<file path="src/pdcc_pkg.sv">
// Package: register map, field layout and types of the PLL and divider clock configuration
package pdcc_pkg;
    // ------------------------------------------------------------
    // Register map (index; byte address is index times four)
    // ------------------------------------------------------------
    localparam int unsigned ADDR_W = 10;
    localparam logic [7:0] IDX_SEC_SRC = 8'h33;
    localparam logic [7:0] IDX_NM_SRC = 8'h34;
    localparam logic [7:0] IDX_PREDIV = 8'h35;
    localparam logic [7:0] IDX_MULT_HI = 8'h36;
    localparam logic [7:0] IDX_FRAC_LO = 8'h37;
    localparam logic [7:0] IDX_INT_LO = 8'h38;
    localparam logic [7:0] IDX_ND_PD = 8'h39;
    localparam logic [7:0] IDX_AUTO = 8'h40;
    localparam logic [7:0] IDX_STATUS = 8'h41;
    // ------------------------------------------------------------
    // Reset values and field positions
    // ------------------------------------------------------------
    localparam logic [7:0] RST_SEC_SRC = 8'h00;
    localparam logic [7:0] RST_NM_SRC = 8'h10;
    localparam logic [7:0] RST_PREDIV = 8'h01;
    localparam logic [7:0] RST_MULT_HI = 8'h00;
    localparam logic [7:0] RST_FRAC_LO = 8'h00;
    localparam logic [7:0] RST_INT_LO = 8'h08;
    localparam logic [7:0] RST_ND_PD = 8'h20;
    localparam logic [7:0] SEC_SRC_WMASK = 8'h70;
    localparam int unsigned SEC_SRC_LSB = 4;
    localparam int unsigned DIG_SRC_LSB = 6;
    localparam int unsigned ANA_SRC_LSB = 4;
    localparam int unsigned INT_HI_BIT = 7;
    localparam int unsigned HALVE_BIT = 6;
    localparam int unsigned NSTAGE_LSB = 5;
    localparam int unsigned PDM_LSB = 2;
    // ------------------------------------------------------------
    // Arithmetic limits
    // ------------------------------------------------------------
    localparam logic [8:0] PREDIV_ZERO_VAL = 9'h100;
    localparam logic [3:0] NSTAGE_ZERO_VAL = 4'h8;
    localparam logic [13:0] FRAC_MAX = 14'h270f;
    localparam logic [13:0] FRAC_SCALE = 14'h2710;
    localparam logic [2:0] PDM_MAX_CODE = 3'h4;
    // ------------------------------------------------------------
    // Types
    // ------------------------------------------------------------
    typedef enum logic [2:0] {SEC_PLL, SEC_PRI_BCLK, SEC_EXT_CLK, SEC_OSC, SEC_DSP} pdcc_sec_src_t;
    typedef enum logic [1:0] {DIG_PRI_BCLK, DIG_SEC_BCLK, DIG_EXT_CLK, DIG_OSC} pdcc_dig_src_t;
    typedef enum logic [1:0] {ANA_PLL, ANA_DIG_SRC, ANA_PRI_LOWJIT} pdcc_ana_src_t;
    typedef struct packed {
        pdcc_sec_src_t sec_src;
        pdcc_dig_src_t dig_src;
        pdcc_ana_src_t ana_src;
    } pdcc_clk_sel_t;
    typedef struct packed {
        logic [8:0] prediv;
        logic [8:0] jmul;
        logic [13:0] dmul;
        logic halve;
        logic [3:0] n_stage;
        logic [4:0] pdm_ratio;
        logic [22:0] mult_scaled;
    } pdcc_pll_cfg_t;
    typedef struct packed {
        logic [7:0] pdiv;
        logic [8:0] jmul;
        logic [13:0] dmul;
        logic [2:0] n_stage;
        logic [2:0] pdm;
    } pdcc_auto_t;
endpackage

</file>
<file path="src/pdcc_clock_config.sv">
// Top module: clock source selects, PLL and divider settings behind an Avalon-MM slave
// Functional notes
// - Secondary bit clock divider source: 0 PLL,1 primary,3 external,4 oscillator,5 DSP.
// - Digital N/M source: 0 primary,1 secondary,2 external,3 oscillator clock.
// - Analog N/M source resets 1; 0/1 PLL, 2 digital source, 3 low-jitter primary.
// - Pre-divider divides by its code; code 0 divides by 256.
// - Integer multiplier is nine bits, high bit joined to low byte; 1 to 511.
// - Fractional multiplier is fourteen bits, 0 to 9999; larger codes not allowed.
// - Bit 6 adds a divide-by-two on the PLL divider clock.
// - N divider resets to 1, divides by code; code 0 divides by 8.
// - Pulse-density divider code 0..4 gives ratio 1,2,4,8,16; 5..7 reserved.
// - Automatic detection overrides pre-divider, multipliers, N and pulse-density fields.
`timescale 1ns/100ps
module pdcc_clock_config (
    input wire logic clk_i,
    input wire logic arst_n_i,
    input wire logic [pdcc_pkg::ADDR_W-1:0] avs_address_i,
    input wire logic avs_read_i,
    input wire logic avs_write_i,
    input wire logic [31:0] avs_writedata_i,
    input wire logic [3:0] avs_byteenable_i,
    output logic [31:0] avs_readdata_o,
    output logic avs_waitrequest_o,
    input wire pdcc_pkg::pdcc_auto_t auto_cfg_i,
    output pdcc_pkg::pdcc_clk_sel_t clk_sel_o,
    output pdcc_pkg::pdcc_pll_cfg_t pll_cfg_o
);
    // ------------------------------------------------------------
    // Bus slave
    // ------------------------------------------------------------
    logic wait_q;
    logic [31:0] rdata_q;
    logic [7:0] rdata_d;
    logic req;
    logic wr_en;
    logic [7:0] idx;

    assign req = avs_read_i || avs_write_i;
    assign idx = avs_address_i[pdcc_pkg::ADDR_W-1:2];
    // A write lands only at the edge where the master sees waitrequest low
    assign wr_en = avs_write_i && !wait_q && avs_byteenable_i[0];
    assign avs_waitrequest_o = wait_q;
    assign avs_readdata_o = rdata_q;

    // One wait cycle per access keeps read data registered
    always_ff @(posedge clk_i or negedge arst_n_i) begin
        if (!arst_n_i) begin
            wait_q <= 1'b1;
        end else begin
            wait_q <= !(req && wait_q);
        end
    end

    always_ff @(posedge clk_i or negedge arst_n_i) begin
        if (!arst_n_i) begin
            rdata_q <= 32'h0000_0000;
        end else if (avs_read_i && wait_q) begin
            rdata_q <= {24'h00_0000, rdata_d};
        end
    end

    // ------------------------------------------------------------
    // Configuration registers
    // ------------------------------------------------------------
    logic [7:0] sec_q;
    logic [7:0] nm_q;
    logic [7:0] pdiv_q;
    logic [7:0] hi_q;
    logic [7:0] dlo_q;
    logic [7:0] jlo_q;
    logic [7:0] ndpd_q;
    logic auto_q;
    logic [7:0] wd;

    assign wd = avs_writedata_i[7:0];

    // Read-only reserved bits of the secondary source register are masked off so they always read zero
    always_ff @(posedge clk_i or negedge arst_n_i) begin
        if (!arst_n_i) begin
            sec_q <= pdcc_pkg::RST_SEC_SRC;
        end else if (wr_en && idx == pdcc_pkg::IDX_SEC_SRC) begin
            sec_q <= wd & pdcc_pkg::SEC_SRC_WMASK;
        end
    end

    always_ff @(posedge clk_i or negedge arst_n_i) begin
        if (!arst_n_i) begin
            nm_q <= pdcc_pkg::RST_NM_SRC;
            pdiv_q <= pdcc_pkg::RST_PREDIV;
            hi_q <= pdcc_pkg::RST_MULT_HI;
        end else if (wr_en) begin
            if (idx == pdcc_pkg::IDX_NM_SRC) begin
                nm_q <= wd;
            end
            if (idx == pdcc_pkg::IDX_PREDIV) begin
                pdiv_q <= wd;
            end
            if (idx == pdcc_pkg::IDX_MULT_HI) begin
                hi_q <= wd;
            end
        end
    end

    always_ff @(posedge clk_i or negedge arst_n_i) begin
        if (!arst_n_i) begin
            dlo_q <= pdcc_pkg::RST_FRAC_LO;
            jlo_q <= pdcc_pkg::RST_INT_LO;
            ndpd_q <= pdcc_pkg::RST_ND_PD;
        end else if (wr_en) begin
            if (idx == pdcc_pkg::IDX_FRAC_LO) begin
                dlo_q <= wd;
            end
            if (idx == pdcc_pkg::IDX_INT_LO) begin
                jlo_q <= wd;
            end
            if (idx == pdcc_pkg::IDX_ND_PD) begin
                ndpd_q <= wd;
            end
        end
    end

    always_ff @(posedge clk_i or negedge arst_n_i) begin
        if (!arst_n_i) begin
            auto_q <= 1'b0;
        end else if (wr_en && idx == pdcc_pkg::IDX_AUTO) begin
            auto_q <= wd[0];
        end
    end

    // ------------------------------------------------------------
    // Field selection and decoding
    // ------------------------------------------------------------
    logic [2:0] sec_code;
    logic [1:0] dig_code;
    logic [1:0] ana_code;
    logic [7:0] pdiv_c;
    logic [8:0] j_c;
    logic [13:0] d_c;
    logic [13:0] d_lim;
    logic [2:0] nd_c;
    logic [2:0] pdm_c;
    logic [7:0] status;
    pdcc_pkg::pdcc_clk_sel_t sel_d;
    pdcc_pkg::pdcc_clk_sel_t sel_q;
    pdcc_pkg::pdcc_pll_cfg_t cfg_d;
    pdcc_pkg::pdcc_pll_cfg_t cfg_q;

    assign sec_code = sec_q[pdcc_pkg::SEC_SRC_LSB +: 3];
    assign dig_code = nm_q[pdcc_pkg::DIG_SRC_LSB +: 2];
    assign ana_code = nm_q[pdcc_pkg::ANA_SRC_LSB +: 2];

    // While detection runs, the detector's codes replace the programmed ones
    always_comb begin
        if (auto_q) begin
            pdiv_c = auto_cfg_i.pdiv;
            j_c = auto_cfg_i.jmul;
            d_c = auto_cfg_i.dmul;
            nd_c = auto_cfg_i.n_stage;
            pdm_c = auto_cfg_i.pdm;
        end else begin
            pdiv_c = pdiv_q;
            j_c = {hi_q[pdcc_pkg::INT_HI_BIT], jlo_q};
            d_c = {hi_q[5:0], dlo_q};
            nd_c = ndpd_q[pdcc_pkg::NSTAGE_LSB +: 3];
            pdm_c = ndpd_q[pdcc_pkg::PDM_LSB +: 3];
        end
    end

    // Out-of-range fractions are clamped so the frequency word stays bounded
    assign d_lim = (d_c > pdcc_pkg::FRAC_MAX) ? pdcc_pkg::FRAC_MAX : d_c;

    always_comb begin
        sel_d = sel_q;
        case (sec_code)
            3'h0: sel_d.sec_src = pdcc_pkg::SEC_PLL;
            3'h1: sel_d.sec_src = pdcc_pkg::SEC_PRI_BCLK;
            3'h3: sel_d.sec_src = pdcc_pkg::SEC_EXT_CLK;
            3'h4: sel_d.sec_src = pdcc_pkg::SEC_OSC;
            3'h5: sel_d.sec_src = pdcc_pkg::SEC_DSP;
            // Reserved codes keep the last legal source, avoiding a glitchy switch
            default: sel_d.sec_src = sel_q.sec_src;
        endcase
        case (dig_code)
            2'h0: sel_d.dig_src = pdcc_pkg::DIG_PRI_BCLK;
            2'h1: sel_d.dig_src = pdcc_pkg::DIG_SEC_BCLK;
            2'h2: sel_d.dig_src = pdcc_pkg::DIG_EXT_CLK;
            default: sel_d.dig_src = pdcc_pkg::DIG_OSC;
        endcase
        case (ana_code)
            2'h0, 2'h1: sel_d.ana_src = pdcc_pkg::ANA_PLL;
            2'h2: sel_d.ana_src = pdcc_pkg::ANA_DIG_SRC;
            default: sel_d.ana_src = pdcc_pkg::ANA_PRI_LOWJIT;
        endcase
    end

    always_comb begin
        cfg_d = cfg_q;
        cfg_d.prediv = (pdiv_c == 8'h00) ? pdcc_pkg::PREDIV_ZERO_VAL : {1'b0, pdiv_c};
        cfg_d.jmul = j_c;
        cfg_d.dmul = d_lim;
        cfg_d.halve = hi_q[pdcc_pkg::HALVE_BIT];
        cfg_d.n_stage = (nd_c == 3'h0) ? pdcc_pkg::NSTAGE_ZERO_VAL : {1'b0, nd_c};
        if (pdm_c <= pdcc_pkg::PDM_MAX_CODE) begin
            cfg_d.pdm_ratio = 5'(5'h01 << pdm_c);
        end
        // Output frequency = input / prediv * mult_scaled / 10000
        cfg_d.mult_scaled = 23'(j_c * pdcc_pkg::FRAC_SCALE) + 23'(d_lim);
    end

    always_ff @(posedge clk_i or negedge arst_n_i) begin
        if (!arst_n_i) begin
            sel_q <= '{pdcc_pkg::SEC_PLL, pdcc_pkg::DIG_PRI_BCLK, pdcc_pkg::ANA_PLL};
        end else begin
            sel_q <= sel_d;
        end
    end

    always_ff @(posedge clk_i or negedge arst_n_i) begin
        if (!arst_n_i) begin
            cfg_q <= '{9'h001, 9'h008, 14'h0000, 1'b0, 4'h1, 5'h01, 23'h01_3880};
        end else begin
            cfg_q <= cfg_d;
        end
    end

    assign clk_sel_o = sel_q;
    assign pll_cfg_o = cfg_q;

    // ------------------------------------------------------------
    // Status and read multiplexer
    // ------------------------------------------------------------
    // Level flags: illegal codes now in effect, plus the detection mode
    assign status = {3'h0,
        (d_c > pdcc_pkg::FRAC_MAX),
        (j_c == 9'h000),
        (pdm_c > pdcc_pkg::PDM_MAX_CODE),
        (sec_code == 3'h2 || sec_code > 3'h5),
        auto_q};

    always_comb begin
        case (idx)
            pdcc_pkg::IDX_SEC_SRC: rdata_d = sec_q;
            pdcc_pkg::IDX_NM_SRC: rdata_d = nm_q;
            pdcc_pkg::IDX_PREDIV: rdata_d = pdiv_q;
            pdcc_pkg::IDX_MULT_HI: rdata_d = hi_q;
            pdcc_pkg::IDX_FRAC_LO: rdata_d = dlo_q;
            pdcc_pkg::IDX_INT_LO: rdata_d = jlo_q;
            pdcc_pkg::IDX_ND_PD: rdata_d = ndpd_q;
            pdcc_pkg::IDX_AUTO: rdata_d = {7'h00, auto_q};
            pdcc_pkg::IDX_STATUS: rdata_d = status;
            default: rdata_d = 8'h00;
        endcase
    end
endmodule

</file>
<file path="config.mk">
export PLATFORM = sky130hd
export DESIGN_NAME = pdcc_clock_config
export DESIGN_NICKNAME = d
export VERILOG_FILES = /design/src/pdcc_pkg.sv /design/src/pdcc_clock_config.sv
export SDC_FILE = /design/constraint.sdc
export NUM_CORES = 1
export LEC_CHECK = 0
export ABC_AREA = 1
export BUFFER_PORTS_ARGS = -buffer_cell sky130_fd_sc_hd__buf_2
export CAP_MARGIN = 15
export CORE_ASPECT_RATIO = 0.5
export CORE_UTILIZATION = 54
export CTS_CLUSTER_DIAMETER = 30
export DETAILED_ROUTE_END_ITERATION = 7
export PLACE_DENSITY = 0.84
export SLEW_MARGIN = 20
export SYNTH_ARGS = -nofsm -noshare
export SYNTH_HDL_FRONTEND = slang
export SYNTH_SLANG_ARGS = --single-unit
export TNS_END_PERCENT = 50
</file>
<file path="constraint.sdc">
create_clock -name clk_i -period 6.3 [get_ports clk_i]
set_input_delay 0.315 -clock clk_i [delete_from_list [all_inputs] [get_ports clk_i]]
set_output_delay 0.315 -clock clk_i [all_outputs]
set_load 0.02 [all_outputs]
</file>
==> run summary <==
Vias in the first global route -> 6413
Die height -> 86.5 um
Top FF cell, synth -> dfrtp_1
Mapped Cells -> 931
Clk_skew -> 11.9 ps
PD cells -> 236 nW/um^2
Worst-margin pin slew -> 904 ps
Vias -> 6677
Distinct cells, synth -> 42
Synth Register Bits -> 129
Seq. cell area -> 3250 um^2
Final worst-path cycle share -> 87.4%
Avg Cell Area, Syn -> 8.28 um^2
Initial core utilization -> 56.1%
Final Slew Violations -> 0
Drt drc -> 0
Total gr overflow -> 0
TritonRoute pass-1 iters -> 5
Port Buffer Count -> 138
ANT cells -> 0
Endpoint type of the worst setup path -> flop
Fill cells -> 1163
Core ar. -> 13700 um^2
Resized cells post-CTS -> 0
Nets -> 1236
Die area -> 14800 um^2
Total GRT Usage -> 27.6%
WS Path Type -> flop to flop
Detailed Place HPWL -> 14.8 mm
Clk pin slew, worst setup/hold paths -> 70 ps
CTS tree -> done
CP max FO -> 27
Area of the multi-input gates -> 3780 um^2
Antenna viol nets, final -> 0
Die W -> 171 um
Crit path required time -> 6610 ps
Ys Warns -> 0
Initial antenna violation count -> 0
Maxcap violations -> 0
Clk buf depth -> 2
Fin worst setup slack -> 796 ps
Worst rel slew slack -> 39.7%
Worst hold-check path type -> input pin to flop
Routability Congestion -> 0.884
Clock Latency Late Sink -> 420 ps
Fin. Hold Viols -> 0
First-pass GRT wire length -> 31.1 mm
TNS Setup -> 0 ps
Status -> finished, final reports clean
Post-synth EDFFs -> 0
H-tree depth -> 4
Seq/Total Area, Yosys -> 42.1%
Root Driver -> clkbuf_16
Routed Wire Length -> 19.5 mm
Minimum clock period -> 5500 ps
Worst path arrival time -> 5810 ps
Largest net degree at the start of global routing -> 75
Setup violations, final -> 0
RSZ-0062 raised after global routing -> false
Share of layout cells above drive strength 1 -> 21.7%
Leakage -> 5.31 nW
Ports -> 192
Worst IR drop on VDD -> 149 uV
Starting DRC count in detailed routing -> 458
Pre-CTS setup slack -> 802 ps
Rows -> 30
DR vias/cell -> 5.22
TritonCTS Sinks -> 129
Cell area after synthesis -> 7710 um^2
Share of synthesized registers carrying an async set or reset -> 100%
F_max -> 182 MHz
Crit start category -> flop
WL/cell -> 15.2 um
Layout area overhead -> 17.7%
CTS Buf Count -> 17
==> cell type report <==
| cell class | instances | area share (%) |
|---|---|---|
| clock inverter | 14 | 1.72 |
| tap | 192 | 2.65 |
| multi-input combinational | 657 | 41.7 |
| inverter | 124 | 5.13 |
| clock buffer | 18 | 4.84 |
| timing repair buffer | 145 | 8.24 |
| sequential | 129 | 35.7 |
==> layout by cell type, fill, tap and decap left out, types with 4 or more instances in the layout <==
cell type,count
xnor2_1,5
o21ai_0,43
a21oi_1,17
inv_8,6
o21ai_1,28
inv_1,118
ha_1,58
nand4_1,14
inv_6,4
nand3_1,40
dfrtp_1,115
nand3b_1,4
inv_2,6
clkbuf_16,17
nand2_1,296
nand2_2,8
buf_4,7
nor3_1,6
buf_2,137
dfstp_2,14
nor2_1,36
xor2_1,12
conb_1,24
or2_2,10
o21ai_2,10
fa_1,17
==> timing repair <==
item	in CTS	in global routing
hold endpoints to repair	50	0
setup buffers	0	0
endpoints found under the setup margin	0	0
hold buffers	1	0
==> where the power goes <==
group          internal (mW)  switching [mW]  total [mW]
Clock                  0.575           0.432        1.01
Combinational         0.0843           0.179       0.263
Sequential             0.863          0.0123       0.875
Total                   1.52           0.623        2.14
==> through the flow <==
| stage | hold WS (ps) | cell area [um^2] | utilization (%) | power, mW | instances |
|---|---|---|---|---|---|
| 5_1_grt | 74.4 | 9080 | 66.1 | 2.21 | 1279 |
| 6_report | 51.3 | 9080 | 66.1 | 2.14 | 1279 |
| 3_3_place_gp | 390 | 8470 | 61.7 | 1.14 | 1246 |
| 4_1_cts | 57.0 | 9080 | 66.1 | 2.15 | 1279 |
| 3_5_place_dp | 410 | 8470 | 61.7 | 1.15 | 1246 |
| 2_1_floorplan | 19.4 | 7800 | - | 1.07 | 954 |
==> cell families (layout without fill, tap and decap cells) <==
logic type                 Yosys count  in the layout  share of synthesized area, %
and+or+nand+nor                    430            430                          24.0
xor gates and xnor gates            17             17                          1.93
adders and majority gates           75             75                          13.8
DFF                                129            129                          42.1
other                                1             24                        0.0486
muxes                                2              2                         0.260
buffers and inverters              168            301                          9.96
AOI/OAI and AO/OA                  109            109                          7.88
==> worst max-delay path, cell delays in order (launching register included) <==
cell and delay, ps:
dfrtp_1 660, inv_2 60, buf_4 240, or2_2 300, o21ai_0 320, inv_1 340
fa_1 470, ha_1 340, fa_1 540, fa_1 500, xor2_1 170, ha_1 360
nand2_1 90, nor2_1 160, nand3_1 90, nand3_1 150, nand2_1 70, nand2_1 90
nand2_1 110, nor2_2 150, nand2_1 70, nand2_1 60, nand2_1 40
==> registers in the layout (all words and copies together), names as in the netlist <==
register / count
jlo_q: 8
ndpd_q: 8
sec_q: 3
hi_q: 8
avs_waitrequest_o: 1
clk_sel_o: 7
dlo_q: 8
avs_readdata_o: 8
auto_q: 1
nm_q: 8
pll_cfg_o: 61
pdiv_q: 8
==> path summary, 6_finish.rpt <==
path,start,endpoint,slack (ps),cells after the start
setup / recovery,auto_q$_DFFE_PN0P_,pll_cfg_o[21]$_DFF_PN0_,800,22
hold / removal,avs_write_i,avs_waitrequest_o$_DFF_PN1_,50,2
setup reg to reg,auto_q$_DFFE_PN0P_,pll_cfg_o[21]$_DFF_PN0_,800,22
hold reg to reg,hi_q[6]$_DFFE_PN0P_,pll_cfg_o[32]$_DFF_PN0_,420,0
max in group asynchronous,arst_n_i,pll_cfg_o[20]$_DFF_PN0_,4380,3
min in group asynchronous,arst_n_i,pll_cfg_o[57]$_DFF_PN0_,480,2
==> Yosys cell counts (2+ instances only) <==
| cell type | instances | area [um^2] |
|---|---|---|
| buf_2 | 8 | 40.0 |
| a21o_1 | 2 | 15.0 |
| nor2_1 | 36 | 135 |
| nand3_2 | 3 | 30.0 |
| nor4_1 | 2 | 12.5 |
| xnor2_1 | 5 | 43.8 |
| mux2i_1 | 2 | 20.0 |
| xor2_1 | 12 | 105 |
| or2_2 | 10 | 62.6 |
| o21ai_2 | 10 | 87.6 |
| nor2_4 | 2 | 22.5 |
| nand4_1 | 14 | 87.6 |
| o211ai_1 | 3 | 22.5 |
| nand2_1 | 296 | 1110 |
| buf_6 | 2 | 22.5 |
| inv_1 | 118 | 443 |
| a21oi_1 | 17 | 85.1 |
| fa_1 | 17 | 340 |
| nor3_1 | 6 | 30.0 |
| nand3_1 | 40 | 200 |
| o21bai_1 | 2 | 15.0 |
| buf_4 | 30 | 225 |
| dfrtp_1 | 115 | 2880 |
| dfstp_2 | 14 | 368 |
| o21ai_1 | 28 | 140 |
| o21ai_0 | 43 | 215 |
| nor2_2 | 3 | 18.8 |
| ha_1 | 58 | 726 |
| nand3b_1 | 4 | 30.0 |
| inv_2 | 6 | 22.5 |
| o22ai_1 | 2 | 12.5 |
| clkbuf_1 | 4 | 15.0 |
| nand2_2 | 8 | 50.1 |
==> metal layers <==
layer,vias to the layer above,track usage (%),wire length [um]
li1,3190,-,-
met1,3160,37.0,8640
met2,276,45.1,9060
met3,51,5.43,1370
met4,0,9.58,414
met5,-,0,0
Power figures use the tool's default switching activity.
